### src/rtl/sbpc_consts.svh
// Purpose: Offsets, field positions, reset values and counts of the clock configuration unit
// Assumes: Included by its bare name
// Notes:   Definitions only
`ifndef SBPC_CONSTS_SVH
`define SBPC_CONSTS_SVH
`define SBPC_ADDR_BAUD      8'h3b
`define SBPC_ADDR_TRIM      8'h3c
`define SBPC_ADDR_PLL       8'h3d
`define SBPC_ADDR_ODIV      8'h3e
`define SBPC_ADDR_STAT      8'h50
`define SBPC_RST_BAUD       8'h7a
`define SBPC_RST_TRIM       8'h80
`define SBPC_RST_PLL        8'h00
`define SBPC_RST_ODIV       8'h08
`define SBPC_EXP_MSB        7
`define SBPC_EXP_LSB        5
`define SBPC_MANT_MSB       4
`define SBPC_MANT_LSB       0
`define SBPC_SEL_MSB        7
`define SBPC_SEL_LSB        4
`define SBPC_EN_BIT         3
`define SBPC_PD_BIT         2
`define SBPC_FB_MSB         1
`define SBPC_FB_LSB         0
`define SBPC_ADD_EXP_ZERO   13'h0001
`define SBPC_ADD_EXP_NZ     13'h0021
`define SBPC_FB_MUL_0       5'h17
`define SBPC_FB_MUL_1       5'h1b
`define SBPC_FB_MUL_2       5'h1c
`define SBPC_FB_MUL_3       5'h17
`define SBPC_LAST_DATA_BIT  3'h7
`define SBPC_LFO_BASE       9'h100
`endif

### src/rtl/sbpc_pkg.sv
// Purpose: Types of the clock configuration unit
// Assumes: Nothing
// Notes:   Gray codes along idle, start, data, stop
package sbpc_pkg;
	typedef enum logic [1:0] {
		SBPC_IDLE  = 2'h0,
		SBPC_START = 2'h1,
		SBPC_DATA  = 2'h3,
		SBPC_STOP  = 2'h2
	} sbpc_uart_state_t;
	typedef enum logic [3:0] {
		SBPC_SRC_GPIO = 4'h0,
		SBPC_SRC_PLL  = 4'h1,
		SBPC_SRC_LOW  = 4'h2,
		SBPC_SRC_HIGH = 4'h3,
		SBPC_SRC_XD1  = 4'h4,
		SBPC_SRC_XD2  = 4'h5,
		SBPC_SRC_XD4  = 4'h6,
		SBPC_SRC_XD8  = 4'h7
	} sbpc_clk_src_t;
endpackage

### src/rtl/sbpc_top.sv
// Purpose: Host UART baud generator and link, oscillator trim, PLL and clock pin control
// Assumes: ref_clk is the crystal clock; srst synchronous active high
// Notes:   Analog PLL and oscillator core sit outside; this block steers them
`include "sbpc_consts.svh"
module sbpc_top #(
	parameter int DIV_W = 13
) (
	input  wire logic        ref_clk,
	input  wire logic        srst,
	input  wire logic [7:0]  reg_addr,
	input  wire logic [7:0]  reg_wdata,
	input  wire logic        reg_wr,
	input  wire logic        reg_rd,
	output logic      [7:0]  reg_rdata,
	input  wire logic [7:0]  tx_data,
	input  wire logic        tx_valid,
	output logic             tx_ready,
	output logic      [7:0]  rx_data,
	output logic             rx_valid,
	output logic             rx_frame_err,
	input  wire logic        uart_rx_pin,
	output logic             uart_tx_pin,
	output logic             lfo_tick,
	output logic             pll_power_down,
	output logic      [4:0]  pll_feedback_factor,
	output logic      [7:0]  pll_output_divider,
	input  wire logic        pll_analog_clk,
	input  wire logic [3:0]  timer_overflow,
	input  wire logic        gpio_out,
	input  wire logic        gpio_oe_n,
	output logic             clock_output_pin,
	output logic             clock_output_pin_oe_n
);
	import sbpc_pkg::*;

	// Largest divisor is 64 << 6 = 4096
	if (DIV_W < 13) begin : g_chk
		$error("sbpc_top: DIV_W must be at least 13");
	end

	// Registers
	logic [7:0] serial_rate_setting, next_serial_rate_setting;
	logic [7:0] lowfreq_osc_trim, next_lowfreq_osc_trim;
	logic [7:0] pll_ctrl, next_pll_ctrl;
	logic [7:0] next_pll_output_divider;
	logic [7:0] next_reg_rdata;
	logic [4:0] next_pll_feedback_factor;
	logic       tx_busy, rx_busy, baud_pending;

	assign pll_power_down = pll_ctrl[`SBPC_PD_BIT];

	always_comb begin
		next_serial_rate_setting = serial_rate_setting;
		next_lowfreq_osc_trim    = lowfreq_osc_trim;
		next_pll_ctrl            = pll_ctrl;
		next_pll_output_divider  = pll_output_divider;
		next_reg_rdata           = 8'h00;
		if (reg_wr) begin
			case (reg_addr)
				`SBPC_ADDR_BAUD: next_serial_rate_setting = reg_wdata;
				`SBPC_ADDR_TRIM: next_lowfreq_osc_trim    = reg_wdata;
				`SBPC_ADDR_PLL:  next_pll_ctrl            = reg_wdata;
				`SBPC_ADDR_ODIV: next_pll_output_divider  = reg_wdata;
				default:         next_pll_ctrl            = pll_ctrl;
			endcase
		end
		if (reg_rd) begin
			case (reg_addr)
				`SBPC_ADDR_BAUD: next_reg_rdata = serial_rate_setting;
				`SBPC_ADDR_TRIM: next_reg_rdata = lowfreq_osc_trim;
				`SBPC_ADDR_PLL:  next_reg_rdata = pll_ctrl;
				`SBPC_ADDR_ODIV: next_reg_rdata = pll_output_divider;
				`SBPC_ADDR_STAT: next_reg_rdata = {5'h00, baud_pending, rx_busy, tx_busy};
				default:         next_reg_rdata = 8'h00;
			endcase
		end
		// Factor handed to the analog loop, which halves the product
		case (next_pll_ctrl[`SBPC_FB_MSB:`SBPC_FB_LSB])
			2'h0:    next_pll_feedback_factor = `SBPC_FB_MUL_0;
			2'h1:    next_pll_feedback_factor = `SBPC_FB_MUL_1;
			2'h2:    next_pll_feedback_factor = `SBPC_FB_MUL_2;
			default: next_pll_feedback_factor = `SBPC_FB_MUL_3;
		endcase
	end

	always_ff @(posedge ref_clk) begin
		if (srst) begin
			serial_rate_setting <= `SBPC_RST_BAUD;
			lowfreq_osc_trim    <= `SBPC_RST_TRIM;
			pll_ctrl            <= `SBPC_RST_PLL;
			pll_output_divider  <= `SBPC_RST_ODIV;
			pll_feedback_factor <= `SBPC_FB_MUL_0;
			reg_rdata           <= 8'h00;
		end else begin
			serial_rate_setting <= next_serial_rate_setting;
			lowfreq_osc_trim    <= next_lowfreq_osc_trim;
			pll_ctrl            <= next_pll_ctrl;
			pll_output_divider  <= next_pll_output_divider;
			pll_feedback_factor <= next_pll_feedback_factor;
			reg_rdata           <= next_reg_rdata;
		end
	end

	// Baud divisor, latched only between characters
	logic [DIV_W-1:0] div_raw, div_base, active_div, next_active_div;
	logic [2:0]       bexp;
	logic [4:0]       bmant;
	sbpc_uart_state_t tx_state, next_tx_state, rx_state, next_rx_state;
	logic             tx_accept, rx_start;

	always_comb begin
		bexp  = serial_rate_setting[`SBPC_EXP_MSB:`SBPC_EXP_LSB];
		bmant = serial_rate_setting[`SBPC_MANT_MSB:`SBPC_MANT_LSB];
		if (bexp == 3'h0) begin
			div_base = DIV_W'({8'h00, bmant} + `SBPC_ADD_EXP_ZERO);
			div_raw  = div_base;
		end else begin
			div_base = DIV_W'({8'h00, bmant} + `SBPC_ADD_EXP_NZ);
			div_raw  = div_base << (bexp - 3'h1);
		end
		next_active_div = active_div;
		// Switching mid-character would stretch or shrink live bits
		if (tx_state == SBPC_IDLE && rx_state == SBPC_IDLE && !tx_accept && !rx_start)
			next_active_div = div_raw;
	end

	always_ff @(posedge ref_clk) begin
		if (srst)
			active_div <= DIV_W'(13'h0030);
		else
			active_div <= next_active_div;
	end
	assign baud_pending = (active_div != div_raw);

	// Transmitter
	logic [DIV_W-1:0] tx_cnt, next_tx_cnt;
	logic [2:0]       tx_idx, next_tx_idx;
	logic [7:0]       tx_shift, next_tx_shift;
	logic             next_uart_tx_pin, next_tx_ready;

	assign tx_accept = tx_valid && tx_ready;
	assign tx_busy   = (tx_state != SBPC_IDLE);

	always_comb begin
		next_tx_state    = tx_state;
		next_tx_cnt      = tx_cnt;
		next_tx_idx      = tx_idx;
		next_tx_shift    = tx_shift;
		next_uart_tx_pin = uart_tx_pin;
		if (tx_state != SBPC_IDLE)
			next_tx_cnt = tx_cnt - DIV_W'(1);
		case (tx_state)
			SBPC_IDLE: begin
				next_uart_tx_pin = 1'b1;
				if (tx_accept) begin
					next_tx_shift    = tx_data;
					next_tx_cnt      = active_div - DIV_W'(1);
					next_uart_tx_pin = 1'b0;
					next_tx_state    = SBPC_START;
				end
			end
			SBPC_START: if (tx_cnt == '0) begin
				next_tx_cnt      = active_div - DIV_W'(1);
				next_tx_idx      = 3'h0;
				next_uart_tx_pin = tx_shift[0];
				next_tx_state    = SBPC_DATA;
			end
			SBPC_DATA: if (tx_cnt == '0) begin
				next_tx_cnt = active_div - DIV_W'(1);
				if (tx_idx == `SBPC_LAST_DATA_BIT) begin
					next_uart_tx_pin = 1'b1;
					next_tx_state    = SBPC_STOP;
				end else begin
					next_tx_idx      = tx_idx + 3'h1;
					next_uart_tx_pin = tx_shift[tx_idx + 3'h1];
				end
			end
			SBPC_STOP: if (tx_cnt == '0)
				next_tx_state = SBPC_IDLE;
			default: next_tx_state = SBPC_IDLE;
		endcase
		next_tx_ready = (next_tx_state == SBPC_IDLE);
	end

	always_ff @(posedge ref_clk) begin
		if (srst) begin
			tx_state    <= SBPC_IDLE;
			tx_cnt      <= '0;
			tx_idx      <= 3'h0;
			tx_shift    <= 8'h00;
			uart_tx_pin <= 1'b1;
			tx_ready    <= 1'b1;
		end else begin
			tx_state    <= next_tx_state;
			tx_cnt      <= next_tx_cnt;
			tx_idx      <= next_tx_idx;
			tx_shift    <= next_tx_shift;
			uart_tx_pin <= next_uart_tx_pin;
			tx_ready    <= next_tx_ready;
		end
	end

	// Receiver; pin passes two flops first
	logic             rx_meta, rx_sync;
	logic [DIV_W-1:0] rx_cnt, next_rx_cnt;
	logic [2:0]       rx_idx, next_rx_idx;
	logic [7:0]       rx_shift, next_rx_shift, next_rx_data;
	logic             next_rx_valid, next_rx_frame_err;

	assign rx_start = (rx_state == SBPC_IDLE) && !rx_sync;
	assign rx_busy  = (rx_state != SBPC_IDLE);

	always_comb begin
		next_rx_state     = rx_state;
		next_rx_cnt       = rx_cnt;
		next_rx_idx       = rx_idx;
		next_rx_shift     = rx_shift;
		next_rx_data      = rx_data;
		next_rx_valid     = 1'b0;
		next_rx_frame_err = 1'b0;
		if (rx_state != SBPC_IDLE)
			next_rx_cnt = rx_cnt - DIV_W'(1);
		case (rx_state)
			SBPC_IDLE: if (rx_start) begin
				// Half a bit to land mid-bit
				next_rx_cnt   = active_div >> 1;
				next_rx_state = SBPC_START;
			end
			SBPC_START: if (rx_cnt == '0) begin
				next_rx_cnt   = active_div - DIV_W'(1);
				next_rx_idx   = 3'h0;
				// Glitch shorter than half a bit is no start
				next_rx_state = rx_sync ? SBPC_IDLE : SBPC_DATA;
			end
			SBPC_DATA: if (rx_cnt == '0) begin
				next_rx_cnt   = active_div - DIV_W'(1);
				next_rx_shift = {rx_sync, rx_shift[7:1]};
				next_rx_idx   = rx_idx + 3'h1;
				if (rx_idx == `SBPC_LAST_DATA_BIT)
					next_rx_state = SBPC_STOP;
			end
			SBPC_STOP: if (rx_cnt == '0) begin
				next_rx_data      = rx_shift;
				next_rx_valid     = 1'b1;
				next_rx_frame_err = !rx_sync;
				next_rx_state     = SBPC_IDLE;
			end
			default: next_rx_state = SBPC_IDLE;
		endcase
	end

	always_ff @(posedge ref_clk) begin
		if (srst) begin
			rx_meta      <= 1'b1;
			rx_sync      <= 1'b1;
			rx_state     <= SBPC_IDLE;
			rx_cnt       <= '0;
			rx_idx       <= 3'h0;
			rx_shift     <= 8'h00;
			rx_data      <= 8'h00;
			rx_valid     <= 1'b0;
			rx_frame_err <= 1'b0;
		end else begin
			rx_meta      <= uart_rx_pin;
			rx_sync      <= rx_meta;
			rx_state     <= next_rx_state;
			rx_cnt       <= next_rx_cnt;
			rx_idx       <= next_rx_idx;
			rx_shift     <= next_rx_shift;
			rx_data      <= next_rx_data;
			rx_valid     <= next_rx_valid;
			rx_frame_err <= next_rx_frame_err;
		end
	end

	// Oscillator trim: period grows with trim, so frequency falls
	logic [8:0] lfo_cnt, next_lfo_cnt;
	logic       next_lfo_tick;

	always_comb begin
		next_lfo_cnt  = lfo_cnt + 9'h001;
		next_lfo_tick = 1'b0;
		if (lfo_cnt >= `SBPC_LFO_BASE + {1'b0, lowfreq_osc_trim}) begin
			next_lfo_cnt  = 9'h000;
			next_lfo_tick = 1'b1;
		end
	end

	always_ff @(posedge ref_clk) begin
		if (srst) begin
			lfo_cnt  <= 9'h000;
			lfo_tick <= 1'b0;
		end else begin
			lfo_cnt  <= next_lfo_cnt;
			lfo_tick <= next_lfo_tick;
		end
	end

	// Clock pin
	logic [2:0] xdiv, next_xdiv;
	logic       pll_meta, pll_sync, gpio_meta, gpio_sync, gpio_oe_meta, gpio_oe_sync;
	logic [3:0] tmr_tgl, next_tmr_tgl;
	logic       next_clock_output_pin, next_clock_output_pin_oe_n;

	for (genvar t = 0; t < 4; t++) begin : g_tmr
		assign next_tmr_tgl[t] = tmr_tgl[t] ^ timer_overflow[t];
	end

	always_comb begin
		next_xdiv                  = xdiv + 3'h1;
		next_clock_output_pin_oe_n = 1'b0;
		case (pll_ctrl[`SBPC_SEL_MSB:`SBPC_SEL_LSB])
			SBPC_SRC_GPIO: begin
				next_clock_output_pin      = gpio_sync;
				next_clock_output_pin_oe_n = gpio_oe_sync;
			end
			SBPC_SRC_PLL:  next_clock_output_pin = pll_sync;
			SBPC_SRC_LOW:  next_clock_output_pin = 1'b0;
			SBPC_SRC_HIGH: next_clock_output_pin = 1'b1;
			// A flop cannot show the full clock; fastest is half rate
			SBPC_SRC_XD1:  next_clock_output_pin = next_xdiv[0];
			SBPC_SRC_XD2:  next_clock_output_pin = next_xdiv[0];
			SBPC_SRC_XD4:  next_clock_output_pin = next_xdiv[1];
			SBPC_SRC_XD8:  next_clock_output_pin = next_xdiv[2];
			4'h8:          next_clock_output_pin = next_tmr_tgl[0];
			4'h9:          next_clock_output_pin = next_tmr_tgl[1];
			4'ha:          next_clock_output_pin = next_tmr_tgl[2];
			4'hb:          next_clock_output_pin = next_tmr_tgl[3];
			default:       next_clock_output_pin = 1'b0;
		endcase
		if (!pll_ctrl[`SBPC_EN_BIT]) begin
			next_clock_output_pin      = 1'b0;
			next_clock_output_pin_oe_n = 1'b1;
		end
	end

	always_ff @(posedge ref_clk) begin
		if (srst) begin
			xdiv                  <= 3'h0;
			tmr_tgl               <= 4'h0;
			pll_meta              <= 1'b0;
			pll_sync              <= 1'b0;
			gpio_meta             <= 1'b0;
			gpio_sync             <= 1'b0;
			gpio_oe_meta          <= 1'b1;
			gpio_oe_sync          <= 1'b1;
			clock_output_pin      <= 1'b0;
			clock_output_pin_oe_n <= 1'b1;
		end else begin
			xdiv                  <= next_xdiv;
			tmr_tgl               <= next_tmr_tgl;
			pll_meta              <= pll_analog_clk;
			pll_sync              <= pll_meta;
			gpio_meta             <= gpio_out;
			gpio_sync             <= gpio_meta;
			gpio_oe_meta          <= gpio_oe_n;
			gpio_oe_sync          <= gpio_oe_meta;
			clock_output_pin      <= next_clock_output_pin;
			clock_output_pin_oe_n <= next_clock_output_pin_oe_n;
		end
	end
endmodule

### config.mk
export PLATFORM = sky130hd
export DESIGN_NAME = sbpc_top
export DESIGN_NICKNAME = d
export VERILOG_FILES = /design/src/rtl/sbpc_pkg.sv /design/src/rtl/sbpc_top.sv
export VERILOG_INCLUDE_DIRS = /design/src /design/src/rtl
export SDC_FILE = /design/constraint.sdc
export NUM_CORES = 1
export LEC_CHECK = 0
export BUFFER_PORTS_ARGS = -buffer_cell sky130_fd_sc_hd__buf_2
export CAP_MARGIN = 20
export CORE_MARGIN = 1.5
export CORE_UTILIZATION = 60
export DETAILED_ROUTE_END_ITERATION = 7
export PLACE_DENSITY = 0.87
export SYNTH_ARGS = -nofsm -noshare
export SYNTH_HDL_FRONTEND = slang
export SYNTH_SLANG_ARGS = --single-unit
export TNS_END_PERCENT = 30
### constraint.sdc
create_clock -name ref_clk -period 3 [get_ports ref_clk]
set_input_delay 0.3 -clock ref_clk [delete_from_list [all_inputs] [get_ports ref_clk]]
set_output_delay 0.3 -clock ref_clk [all_outputs]
set_load 0.005 [all_outputs]
; ---- Word level (Yosys, flattened, before mapping)
; Index checks and enable logic that the tools add are counted.
[classes]
n_lt_le_gt_ge = 2
n_mux = 44
shift = 1
eq_ne = 34
reduce_logical = 39
bitwise_logic = 8
addsub = 11
[ops]
columns = cell, count
row1 = $mux 13, 7
row2 = $pmux 13 s2, 2
row3 = $pmux 8 s5, 1
row4 = $sub 13x1->13 const B, 3
row5 = $eq 8x6->1 const B, 4
row6 = $logic_not 13->1, 2
row7 = $mux 2, 13
row8 = $eq 4x3->1 const B, 4
row9 = $eq 4x4->1 const B, 4
row10 = $ne 2x2->1 const B, 8
row11 = $pmux 2 s4, 2
row12 = $mux 3, 5
row13 = $reduce_and 2->1, 7
row14 = $reduce_or 2->1, 7
row15 = $ne 13x13->1, 1
row16 = $shl 7x3->13, 1
row17 = $pmux 3 s2, 2
row18 = $eq 2x2->1 const B, 5
row19 = $pmux 1 s10, 1
row20 = $add 3x1->3 const B, 3
row21 = $add 9x1->9 const B, 1
row22 = $add 9x8->9 const A, 1
row23 = $ge 9x9->1, 1
row24 = $eq 8x7->1 const B, 1
row25 = other kinds (25), 53
[word_totals]
register_bits = 149
output_inout_bits = 37
input_bits = 37
word_cells = 174

; ---- Logic depth before layout (Yosys ltp)
; Gate-level depths: netlist of run 1.
[logic_depth]
depth_word = 6
depth_mapped = 14
ltp_nobuf = 9

; ---- Least setup slack after synthesis of run 1
; OpenSTA, ideal clock, no wires.
[synth_path]
path_kind = register to register
from = reg serial_rate_setting[5]
to = reg reg_rdata[2]
required_time_ps = 2871
path_slack_ps = 357
arrival_ps = 2514
n_path_buf = 4
setup_ps = 129
period_less_slack_ps = 2643
path_stages_with_launch = 13
path_cell_list = dfxtp_1 -> buf_4 -> buf_4 -> inv_1 -> ha_1 -> buf_2 -> buf_2 -> o311ai_0 -> a21oi_2 -> mux2i_1 -> a211o_1 -> nor4b_2 -> a31oi_1
[synth_via]
elab_chain_len = 5
elab_cells_between_ends = 6
cone_classes = add/sub: 1 / eq/ne: 1 / shift: 1 / mux: 2 / reduce/logical: 1
[synth_rtl]
columns = element, line_no
row1 = start: declaration, sbpc_top.sv:42  ; logic [7:0] serial_rate_setting, next_serial_rate_setting;
row2 = start signal: assignment, sbpc_top.sv:88  ; serial_rate_setting <= `SBPC_RST_BAUD;
row3 = start signal: assignment, sbpc_top.sv:95  ; serial_rate_setting <= next_serial_rate_setting;
row4 = $sub 3x1->3, sbpc_top.sv:119  ; div_raw = div_base << (bexp - 3'h1);
row5 = $shl 7x3->13, sbpc_top.sv:119
row6 = $mux 13 (*), sbpc_top.sv:114  ; if (bexp == 3'h0) begin
row7 = $ne 13x13->1 (*), sbpc_top.sv:133  ; assign baud_pending = (active_div != div_raw);
row8 = $pmux 8 s5 (*), sbpc_top.sv:68  ; case (reg_addr)
row9 = end signal: assignment, sbpc_top.sv:100  ; reg_rdata <= next_reg_rdata;
row10 = end: declaration, sbpc_top.sv:14  ; output logic [7:0] reg_rdata,
; Mark *: on every way between the ends. The rest lies on a longest branch, timed or not.
; A chain may end at the register's enable or synchronous reset.

; ---- Worst setup path in the final report of run 1
[layout_path]
from = reg serial_rate_setting[1]
to = reg reg_rdata[2]
[layout_via]
elab_chain_len = 5
elab_cells_between_ends = 6
cone_classes = add/sub: 2 / eq/ne: 1 / shift: 1 / mux: 2
[layout_rtl]
columns = element, line_no
row1 = $add 5x6->7 (no source line), --
row2 = $shl 7x3->13, sbpc_top.sv:119
row3 = $mux 13 (*), sbpc_top.sv:114
row4 = $ne 13x13->1 (*), sbpc_top.sv:133
row5 = $pmux 8 s5 (*), sbpc_top.sv:68
; Marks and branches as above.

==> results of run 1 <==
## cell families after synthesis
| logic type | after synthesis | share of synthesized area |
|---|---|---|
| XOR/XNOR | 50 | 0.0565 |
| buffers and inverters | 94 | 0.0544 |
| flip-flops | 147 | 0.379 |
| multiplexers | 25 | 0.0374 |
| AND/OR/NAND/NOR | 371 | 0.243 |
| adder cells (fa/ha/maj) | 23 | 0.0371 |
| AO/OA/AOI/OAI | 218 | 0.192 |
| other | 1 | 0.000483 |
## final timing paths
| check | startpoint | to | slack (ps) |
|---|---|---|---|
| min reg2reg | rx_meta | rx_sync | 420 |
| max reg2reg | serial_rate_setting[1] | reg_rdata[2] | 310 |
| max | serial_rate_setting[1] | reg_rdata[2] | 310 |
| min | gpio_oe_n | gpio_oe_meta | 50 |
## metal layers
metal,up-vias,part of all wire
li1,3420,-
met1,3311,0.42
met2,342,0.49
met3,44,0.073
met4,0,0.025
met5,-,0
## layout by cell type (no fill, tap or decap), drive strengths merged, types with 7 or more instances in the layout
cell and instances:
o21ai 24, and2 7, nor3 18, inv 36
a22oi 9, a21oi 78, nand2b 17, nor4b 8
dfxtp 147, nand3b 8, buf 92, nor2 104
nand3 45, nand2 103, mux2i 20, nor4 8
and3 13, a221oi 12, a211oi 23, clkbuf 19
ha 23, xnor2 24, xor2 26, a211o 11
## through the flow
step	cells	area, µm²	hold slack (ps)	total power [µW]
2_1_floorplan	929	7760	389	3150
5_1_grt	1160	8780	46.9	5720
6_report	1160	8780	52.8	5490
3_5_place_dp	1128	8190	400	3380
4_1_cts	1160	8780	44.5	5490
3_3_place_gp	1128	8190	391	3350
## final cells by class
cell class / count / area, µm²
Multi-Input combinational cell: 688 / 4390
Fill cell: 974 / 3840
Sequential cell: 147 / 2940
Timing Repair Buffer: 92 / 526
Clock buffer: 19 / 453
Tap cell: 172 / 215
Clock inverter: 13 / 139
Inverter: 29 / 109
## power by group through the flow
| stage | combinational, µW | sequential [µW] | clock (µW) |
|---|---|---|---|
| 2_1_floorplan | 918 | 2240 | 0 |
| 3_3_place_gp | 1050 | 2300 | 0 |
| 3_5_place_dp | 1080 | 2300 | 0 |
| 4_1_cts | 1100 | 2260 | 2120 |
| 5_1_grt | 1220 | 2290 | 2210 |
| 6_report | 1120 | 2270 | 2110 |
## flip-flops by register name (all words and copies together), names as in the netlist, 4 cells and up
register,count
active_div,13
lfo_cnt,9
lowfreq_osc_trim,8
pll_ctrl,8
pll_output_divider,8
reg_rdata,8
rx_cnt,13
rx_data,8
rx_shift,8
serial_rate_setting,8
tmr_tgl,4
tx_cnt,13
tx_shift,8
## cells in the mapped netlist (9+ instances only)
cell	count
a211o_1	11
a211oi_1	23
a21oi_1	76
a221oi_1	11
a22oi_1	9
and3_1	13
buf_2	9
buf_4	11
clkbuf_1	38
dfxtp_1	147
ha_1	23
inv_1	29
mux2i_1	20
nand2_1	100
nand2b_1	17
nand3_1	44
nor2_1	101
nor3_1	17
o21ai_0	23
xnor2_1	24
xor2_1	26
==> impl_metrics.toml, run 1 <==
[cells_and_area]
postLayoutCoreUtil = 0.696
layout-area-overhead-vs-synth_pct = 13.1
n_antenna_cell = 0
nets = 1035
layout-drive-gt1-share = 0.162

[yosys]
synthTopCellsByArea = "dfxtp_1 (38%), a21oi_1 (4.9%), nor2_1 (4.9%), nand2_1 (4.8%), ha_1 (3.7%)"
ys_ff_latch = 147
syn-cell-area_um2 = 7760
yosysTopAreaCell = "dfxtp_1"
avgSynthCellArea_um2 = 8.35
ys_seq_area_frac = 0.379
yosys.area.top_type_share = 0.379
netlist_instances = 929
synth_ff_type = "dfxtp_1"
synthArstFlopShare = 0
synth_warnings = 0
syn-num-nets = 989
synth_edf_count = 0
synthDistinctLibCells = 81

[clocking]
postCtsSetupRepairBufs = 0
cts.sink_count = 147
ctsResizeCount = 0
cts_buffers = 17
cts_max_path_buffers = 2
tritoncts = "yes"
htree_num_levels = 4
clock_latency_ps = 420
cts_hold_buf = 0
root_buffer = "clkbuf_16"
cts.clk_slew.worst_paths_ps = 60

[sta]
fin_crit_sh = 0.896
fmax_ghz = 0.372
fin_ws_ps = 311
setup_viol = 0
hold_viol = 0
finClkSkew_ps = 6.26
slew-limit-headroom = 0.519
fin_tns_setup_ps = 0
rsz0062_at_grt = "no"
maxSlewViolCount = 0
worst_pin_slew_ps = 716
period_minus_slack_ps = 2690

[routing]
wire_per_inst_um = 16.6
vias = 7117
firstDrtPassIters = 5
wl_um = 19300
drtAntennaViolNets = 0
drt_iter0_markers = 625
drc = 0
via_per_inst = 6.14

[pwr]
switchingPower_uw = 1680
cellPowerDensity_nw_per_um2 = 626
leakagePower_uw = 0.00352
p_int_uw = 3810
comb_power_share = 0.203
seq_power_share = 0.413
swShare = 0.306
clock_power_share = 0.384
ir_worst_vdd_mv = 0.497

[grt]
antenna_found_initial = 0
use_met1 = 0.365
grt_max_degree = 103
met3_usage = 0.0586
busiest_layer = "met2"
grt.total_usage = 0.287
grt_pass1_vias = 6362
globalRouteMet2Util = 0.474
grt_pass1_wl_um = 30800
grt-ovfl-total = 0

[setup_path]
critPathKind = "reg -> reg"
ff2ff_path_depth = 7
crit_family = "compound AO/OA/AOI/OAI gates"
critical_path_cell_count = 7
startpoint_type = "flop"
critical_path.max_stage_delay_ps = 490
crit_path_cell_trace = "ha_1 -> nand4_1 -> a221oi_2 -> a41oi_1 -> a211o_1 -> nor4b_2 -> a31oi_1"
worst_ep_arrival_time_ps = 2980
critPathMaxFanout = 10
worstPathRequired_ps = 3290
end_kind = "flop"
path_buf_inv = 0
critPathSlowestCell = "dfxtp_1"

[placed_design]
gp_congestion = 0.897
hpwl_um = 12900
port_buffers = 72
place_ws_ps = 393

[floorplanning]
die_area_um2 = 13600
placementRows = 41
die_width_um = 117
io_pins = 74
start_util = 0.615
core_area_um2 = 12600
fp.dieH_um = 117

[hold_path]
hold_path_depth = 2
hp-class = "in -> reg"

[run_status]
status = "finished, final reports clean"

[job]
maxCapViolCount = 0
No activity file was read; power rests on OpenSTA's default activity.
==> run 2, diff against run 1 <==
--- a/config.mk
+++ b/config.mk
@@ -11,6 +11,7 @@
 export CORE_MARGIN = 1.5
 export CORE_UTILIZATION = 60
 export DETAILED_ROUTE_END_ITERATION = 7
+export GPL_TIMING_DRIVEN = 0
 export PLACE_DENSITY = 0.87
 export SYNTH_ARGS = -nofsm -noshare
 export SYNTH_HDL_FRONTEND = slang
==> run 2 against run 1 <==
  * Largest cell class unchanged
  * Via count grew 5.7%
  * First-iteration DRC count grew 16%
  * Non-clock buffer count up 50
  * Critical path type unchanged
  * Core utilization increased by 2.3 points
==> impl_metrics.toml, run 2 (synthesis gave the netlist of run 1 again) <==
[hold_path]
hold_path_depth = 2
hold_end = "rx_meta"
hp-class = "in -> reg"
hp-start = "uart_rx_pin"

[floorplanning]
core_area_um2 = 12600
placementRows = 41
die_width_um = 117
io_pins = 74
fp.dieH_um = 117
die_area_um2 = 13600
start_util = 0.615

[routing]
wire_per_inst_um = 18.0
firstDrtPassIters = 6
drtAntennaViolNets = 0
wl_um = 21700
vias = 7526
via_per_inst = 6.22
drc = 0
drt_iter0_markers = 723

[clocking]
cts_max_path_buffers = 2
htree_num_levels = 4
cts_hold_buf = 0
tritoncts = "yes"
clock_latency_ps = 430
cts.sink_count = 147
cts.clk_slew.worst_paths_ps = 60
cts_buffers = 17
root_buffer = "clkbuf_16"

[cells_and_area]
reg_top3 = "active_div (13), rx_cnt (13), tx_cnt (13)"
final_area_um2 = 9070
final_cells = 1210
final_cell_mix = "dfxtp_1 (146), nor2_1 (101), nand2_1 (100)"
layout-drive-gt1-share = 0.172
layout-area-overhead-vs-synth_pct = 16.9
nets = 1085
n_antenna_cell = 0
final_common_cell = "dfxtp_1"

[setup_path]
end_kind = "flop"
critPathMaxFanout = 10
regToRegEndpoint = "reg_rdata[2]"
r2r_setup_slack_ps = 120
crit_path_cell_trace = "buf_8 -> buf_8 -> inv_2 -> ha_1 -> buf_6 -> or3b_2 -> o211ai_1 -> nor2_1 -> nor4b_2 -> nand4_1 -> nor4_2 -> a31oi_1"
worstPathRequired_ps = 3290
startpoint = "serial_rate_setting[5]"
worst_ep_arrival_time_ps = 3170
critPathKind = "reg -> reg"
startpoint_type = "flop"
r2r_start = "serial_rate_setting[5]"
critPathSlowestCell = "or3b_2"
critical_path.max_stage_delay_ps = 440
path_buf_inv = 4
ff2ff_path_depth = 12
cp_common_cell = "buf_8"
crit_family = "simple AND/OR/NAND/NOR gates"

[sta]
period_minus_slack_ps = 2880
setup_viol = 0
fin_crit_sh = 0.959
hold_viol = 0
maxSlewViolCount = 0
finClkSkew_ps = 9.95
fmax_ghz = 0.347
worst_pin_slew_ps = 919
slew-limit-headroom = 0.383
rsz0062_at_grt = "no"
hold_ws_ps = 52.9

[placed_design]
hpwl_um = 15000
gp_congestion = 0.989
dp.cells = 1173
port_buffers = 72
dpl-instance-area_um2 = 8330

[pwr]
cellPowerDensity_nw_per_um2 = 618
ir_worst_vdd_mv = 0.570
leakagePower_uw = 0.00362

[grt]
grt-ovfl-total = 0
grt_pass1_wl_um = 34000
grt.total_usage = 0.323
grt_pass1_vias = 6825
grt_max_degree = 17
antenna_found_initial = 0

[job]
maxCapViolCount = 0

[run_status]
status = "finished, final reports clean"
==> run 2: how the worst max path moves through the flow <==
stage	end	slack (ps)	cells after the start
2_1_floorplan	reg_rdata[2]	360	12
3_3_place_gp	reg_rdata[2]	-300	12
3_5_place_dp	reg_rdata[2]	-290	12
4_1_cts	reg_rdata[2]	20	12
5_1_grt	reg_rdata[2]	4	12
6_report	reg_rdata[2]	120	12
==> run 2: cell type report <==
| type | instances | area (µm²) |
|---|---|---|
| timing repair buffer | 77 | 398 |
| inverter | 29 | 109 |
| buffer | 65 | 348 |
| clock inverter | 12 | 141 |
| clock buffer | 20 | 457 |
| fill | 962 | 3550 |
| tap | 172 | 215 |
| sequential | 147 | 2950 |
| multi-input combinational | 688 | 4450 |
==> run 2: layer usage <==
layer,GRT usage,routed length (µm),vias up
met3,0.0690,1900,73
met1,0.413,8800,3525
li1,-,-,3521
met5,0,0,-
met2,0.513,10200,407
met4,0.169,882,0
==> run 2: report_power, final <==
| part | total [µW] | leakage (µW) | internal (µW) | switching [µW] |
|---|---|---|---|---|
| logic | 1220 | 0.00214 | 525 | 694 |
| registers | 2230 | 0.00120 | 2090 | 134 |
| clock network | 2160 | 0.000282 | 1280 | 879 |
==> run 2: timing repair <==
item,CTS,global route
resized for setup,8,20
setup buffers,1,4
pin swaps,2,7
endpoints found under the setup margin,3,3
==> run 2: per-stage QoR <==
stage          utilization  TNS (ps)  power, µW  setup WS [ps]
5_1_grt              0.719         0       5820           4.03
2_1_floorplan            -         0       3150            357
6_report             0.719         0       5610            122
3_3_place_gp         0.660      -347       3390           -304
3_5_place_dp         0.660      -349       3430           -285
4_1_cts              0.711         0       5590           20.1
==> run 3, diff against run 2 <==
--- a/config.mk
+++ b/config.mk
@@ -10,9 +10,11 @@
 export CAP_MARGIN = 20
 export CORE_MARGIN = 1.5
 export CORE_UTILIZATION = 60
+export CTS_CLUSTER_SIZE = 40
 export DETAILED_ROUTE_END_ITERATION = 7
 export GPL_TIMING_DRIVEN = 0
 export PLACE_DENSITY = 0.87
+export RECOVER_POWER = 25
 export SYNTH_ARGS = -nofsm -noshare
 export SYNTH_HDL_FRONTEND = slang
 export SYNTH_SLANG_ARGS = --single-unit
==> run 3 against run 2 <==
  * Critical path depth is the same
  * Flip-flop and latch count is the same
  * Hold slack is essentially flat
  * Global-route usage is the same
  * Critical endpoint unchanged
  * Highest routed layer unchanged
==> impl_metrics.toml, run 3 (synthesis gave the netlist of run 1 again) <==
[placed_design]
hpwl_um = 15000
port_buffers = 72
gp_congestion = 0.989

[pwr]
swShare = 0.304
clock_power_share = 0.386
ir_worst_vdd_mv = 0.569
p_int_uw = 3900
finalPower_uw = 5610
cellPowerDensity_nw_per_um2 = 620
seq_power_share = 0.397
comb_power_share = 0.217
switchingPower_uw = 1710
leakagePower_uw = 0.00354

[floorplanning]
core_area_um2 = 12600
placementRows = 41
die_area_um2 = 13600
io_pins = 74
die_width_um = 117
fp.dieH_um = 117
start_util = 0.615

[cells_and_area]
layout-drive-gt1-share = 0.152
nets = 1085
reg_top3 = "active_div (13), rx_cnt (13), tx_cnt (13)"
postLayoutCoreUtil = 0.717
n_antenna_cell = 0
n_fill_cell = 973
final_cell_mix = "dfxtp_1 (146), nor2_1 (101), nand2_1 (100)"
multi_input_area_um2 = 4450
final_common_cell = "dfxtp_1"
layout-area-overhead-vs-synth_pct = 16.6
regArea_um2 = 2950

[grt]
antenna_found_initial = 0
grt-ovfl-total = 0
grt_pass1_vias = 6825
grt_pass1_wl_um = 34000
grt_max_degree = 17
grt.total_usage = 0.323

[routing]
drt_iter0_markers = 716
wl_um = 21800
vias = 7510
via_per_inst = 6.21
drc = 0
drtAntennaViolNets = 0
wire_per_inst_um = 18.0
firstDrtPassIters = 5

[setup_path]
ff2ff_path_depth = 12
critPathKind = "reg -> reg"
end_kind = "flop"
worstPathRequired_ps = 3290
critical_path.max_stage_delay_ps = 440
path_buf_inv = 4
r2r_start = "serial_rate_setting[5]"
cp_common_cell = "buf_8"
critPathSlowestCell = "or3b_2"
startpoint_type = "flop"
regToRegEndpoint = "reg_rdata[2]"
crit_path_cell_trace = "buf_8 -> buf_8 -> inv_2 -> ha_1 -> buf_6 -> or3b_2 -> o211ai_1 -> nor2_1 -> nor4b_2 -> nand4_1 -> nor4_2 -> a31oi_1"
critPathMaxFanout = 10
worst_ep_arrival_time_ps = 3170
r2r_setup_slack_ps = 120
crit_family = "simple AND/OR/NAND/NOR gates"

[sta]
fmax_ghz = 0.347
setup_viol = 0
hold_viol = 0
fin_tns_setup_ps = 0
fin_crit_sh = 0.960
worst_pin_slew_ps = 897
maxSlewViolCount = 0
rsz0062_at_grt = "no"
finClkSkew_ps = 12.3
slew-limit-headroom = 0.398
period_minus_slack_ps = 2880

[clocking]
cts_max_path_buffers = 2
htree_num_levels = 4
root_buffer = "clkbuf_16"
cts.clk_slew.worst_paths_ps = 60
cts.sink_count = 147
clock_latency_ps = 430
cts_hold_buf = 0
tritoncts = "yes"
cts_buffers = 17

[run_status]
status = "finished, final reports clean"

[hold_path]
hp-start = "uart_rx_pin"
hold_path_depth = 2
hp-class = "in -> reg"
hold_end = "rx_meta"

[job]
maxCapViolCount = 0
## run 3: routing by layer
layer | GRT usage | up-vias | wire length (µm)
li1 | - | 3519 | -
met1 | 0.413 | 3510 | 8820
met2 | 0.513 | 406 | 10100
met3 | 0.0690 | 75 | 1950
met4 | 0.169 | 0 | 881
met5 | 0 | - | 0
## run 3: through the flow
step	hold WS (ps)	instances	worst slack [ps]	instance area (µm²)
global route	53.9	1210	4.03	9040
detailed placement	398	1173	-285	8330
global placement	394	1173	-304	8330
finish	52.4	1210	119	9040
floorplan	389	929	357	7760
CTS	47.8	1206	20.1	8970
## run 3: area by class of cell
cell class | count | area share
Tap cell | 172 | 0.0238
Sequential cell | 147 | 0.326
Clock buffer | 20 | 0.0505
Inverter | 29 | 0.0120
Multi-Input combinational cell | 688 | 0.493
Clock inverter | 12 | 0.0156
Buffer | 65 | 0.0385
Timing Repair Buffer | 77 | 0.0411
## run 3: what timing repair did
item | CTS | global route
gates resized for setup | 8 | 20
setup buffers | 1 | 4
endpoints found under the setup margin | 3 | 3
pin swaps | 2 | 7
## run 3: worst max-delay path by stage
| stage | from | slack [ps] | endpoint | depth (start not counted) |
|---|---|---|---|---|
| 2_1_floorplan | serial_rate_setting[5] | 360 | reg_rdata[2] | 12 |
| 3_3_place_gp | serial_rate_setting[5] | -300 | reg_rdata[2] | 12 |
| 3_5_place_dp | serial_rate_setting[5] | -290 | reg_rdata[2] | 12 |
| 4_1_cts | serial_rate_setting[5] | 20 | reg_rdata[2] | 12 |
| 5_1_grt | serial_rate_setting[5] | 4 | reg_rdata[2] | 12 |
| 6_report | serial_rate_setting[5] | 120 | reg_rdata[2] | 12 |
## run 3: worst reg2reg max path, stage by stage (launching register included)
cell	delay, ps
dfxtp_4	370
buf_8	130
buf_8	130
inv_2	50
ha_1	300
buf_6	150
or3b_2	450
o211ai_1	170
nor2_1	90
nor4b_2	360
nand4_1	170
nor4_2	260
a31oi_1	120
## run 3: power groups by stage
stage          clock network (µW)  logic (µW)  registers (µW)
2_1_floorplan                   0         918            2240
3_3_place_gp                    0        1130            2260
3_5_place_dp                    0        1160            2270
4_1_cts                      2160        1200            2230
5_1_grt                      2250        1320            2240
6_report                     2160        1220            2230
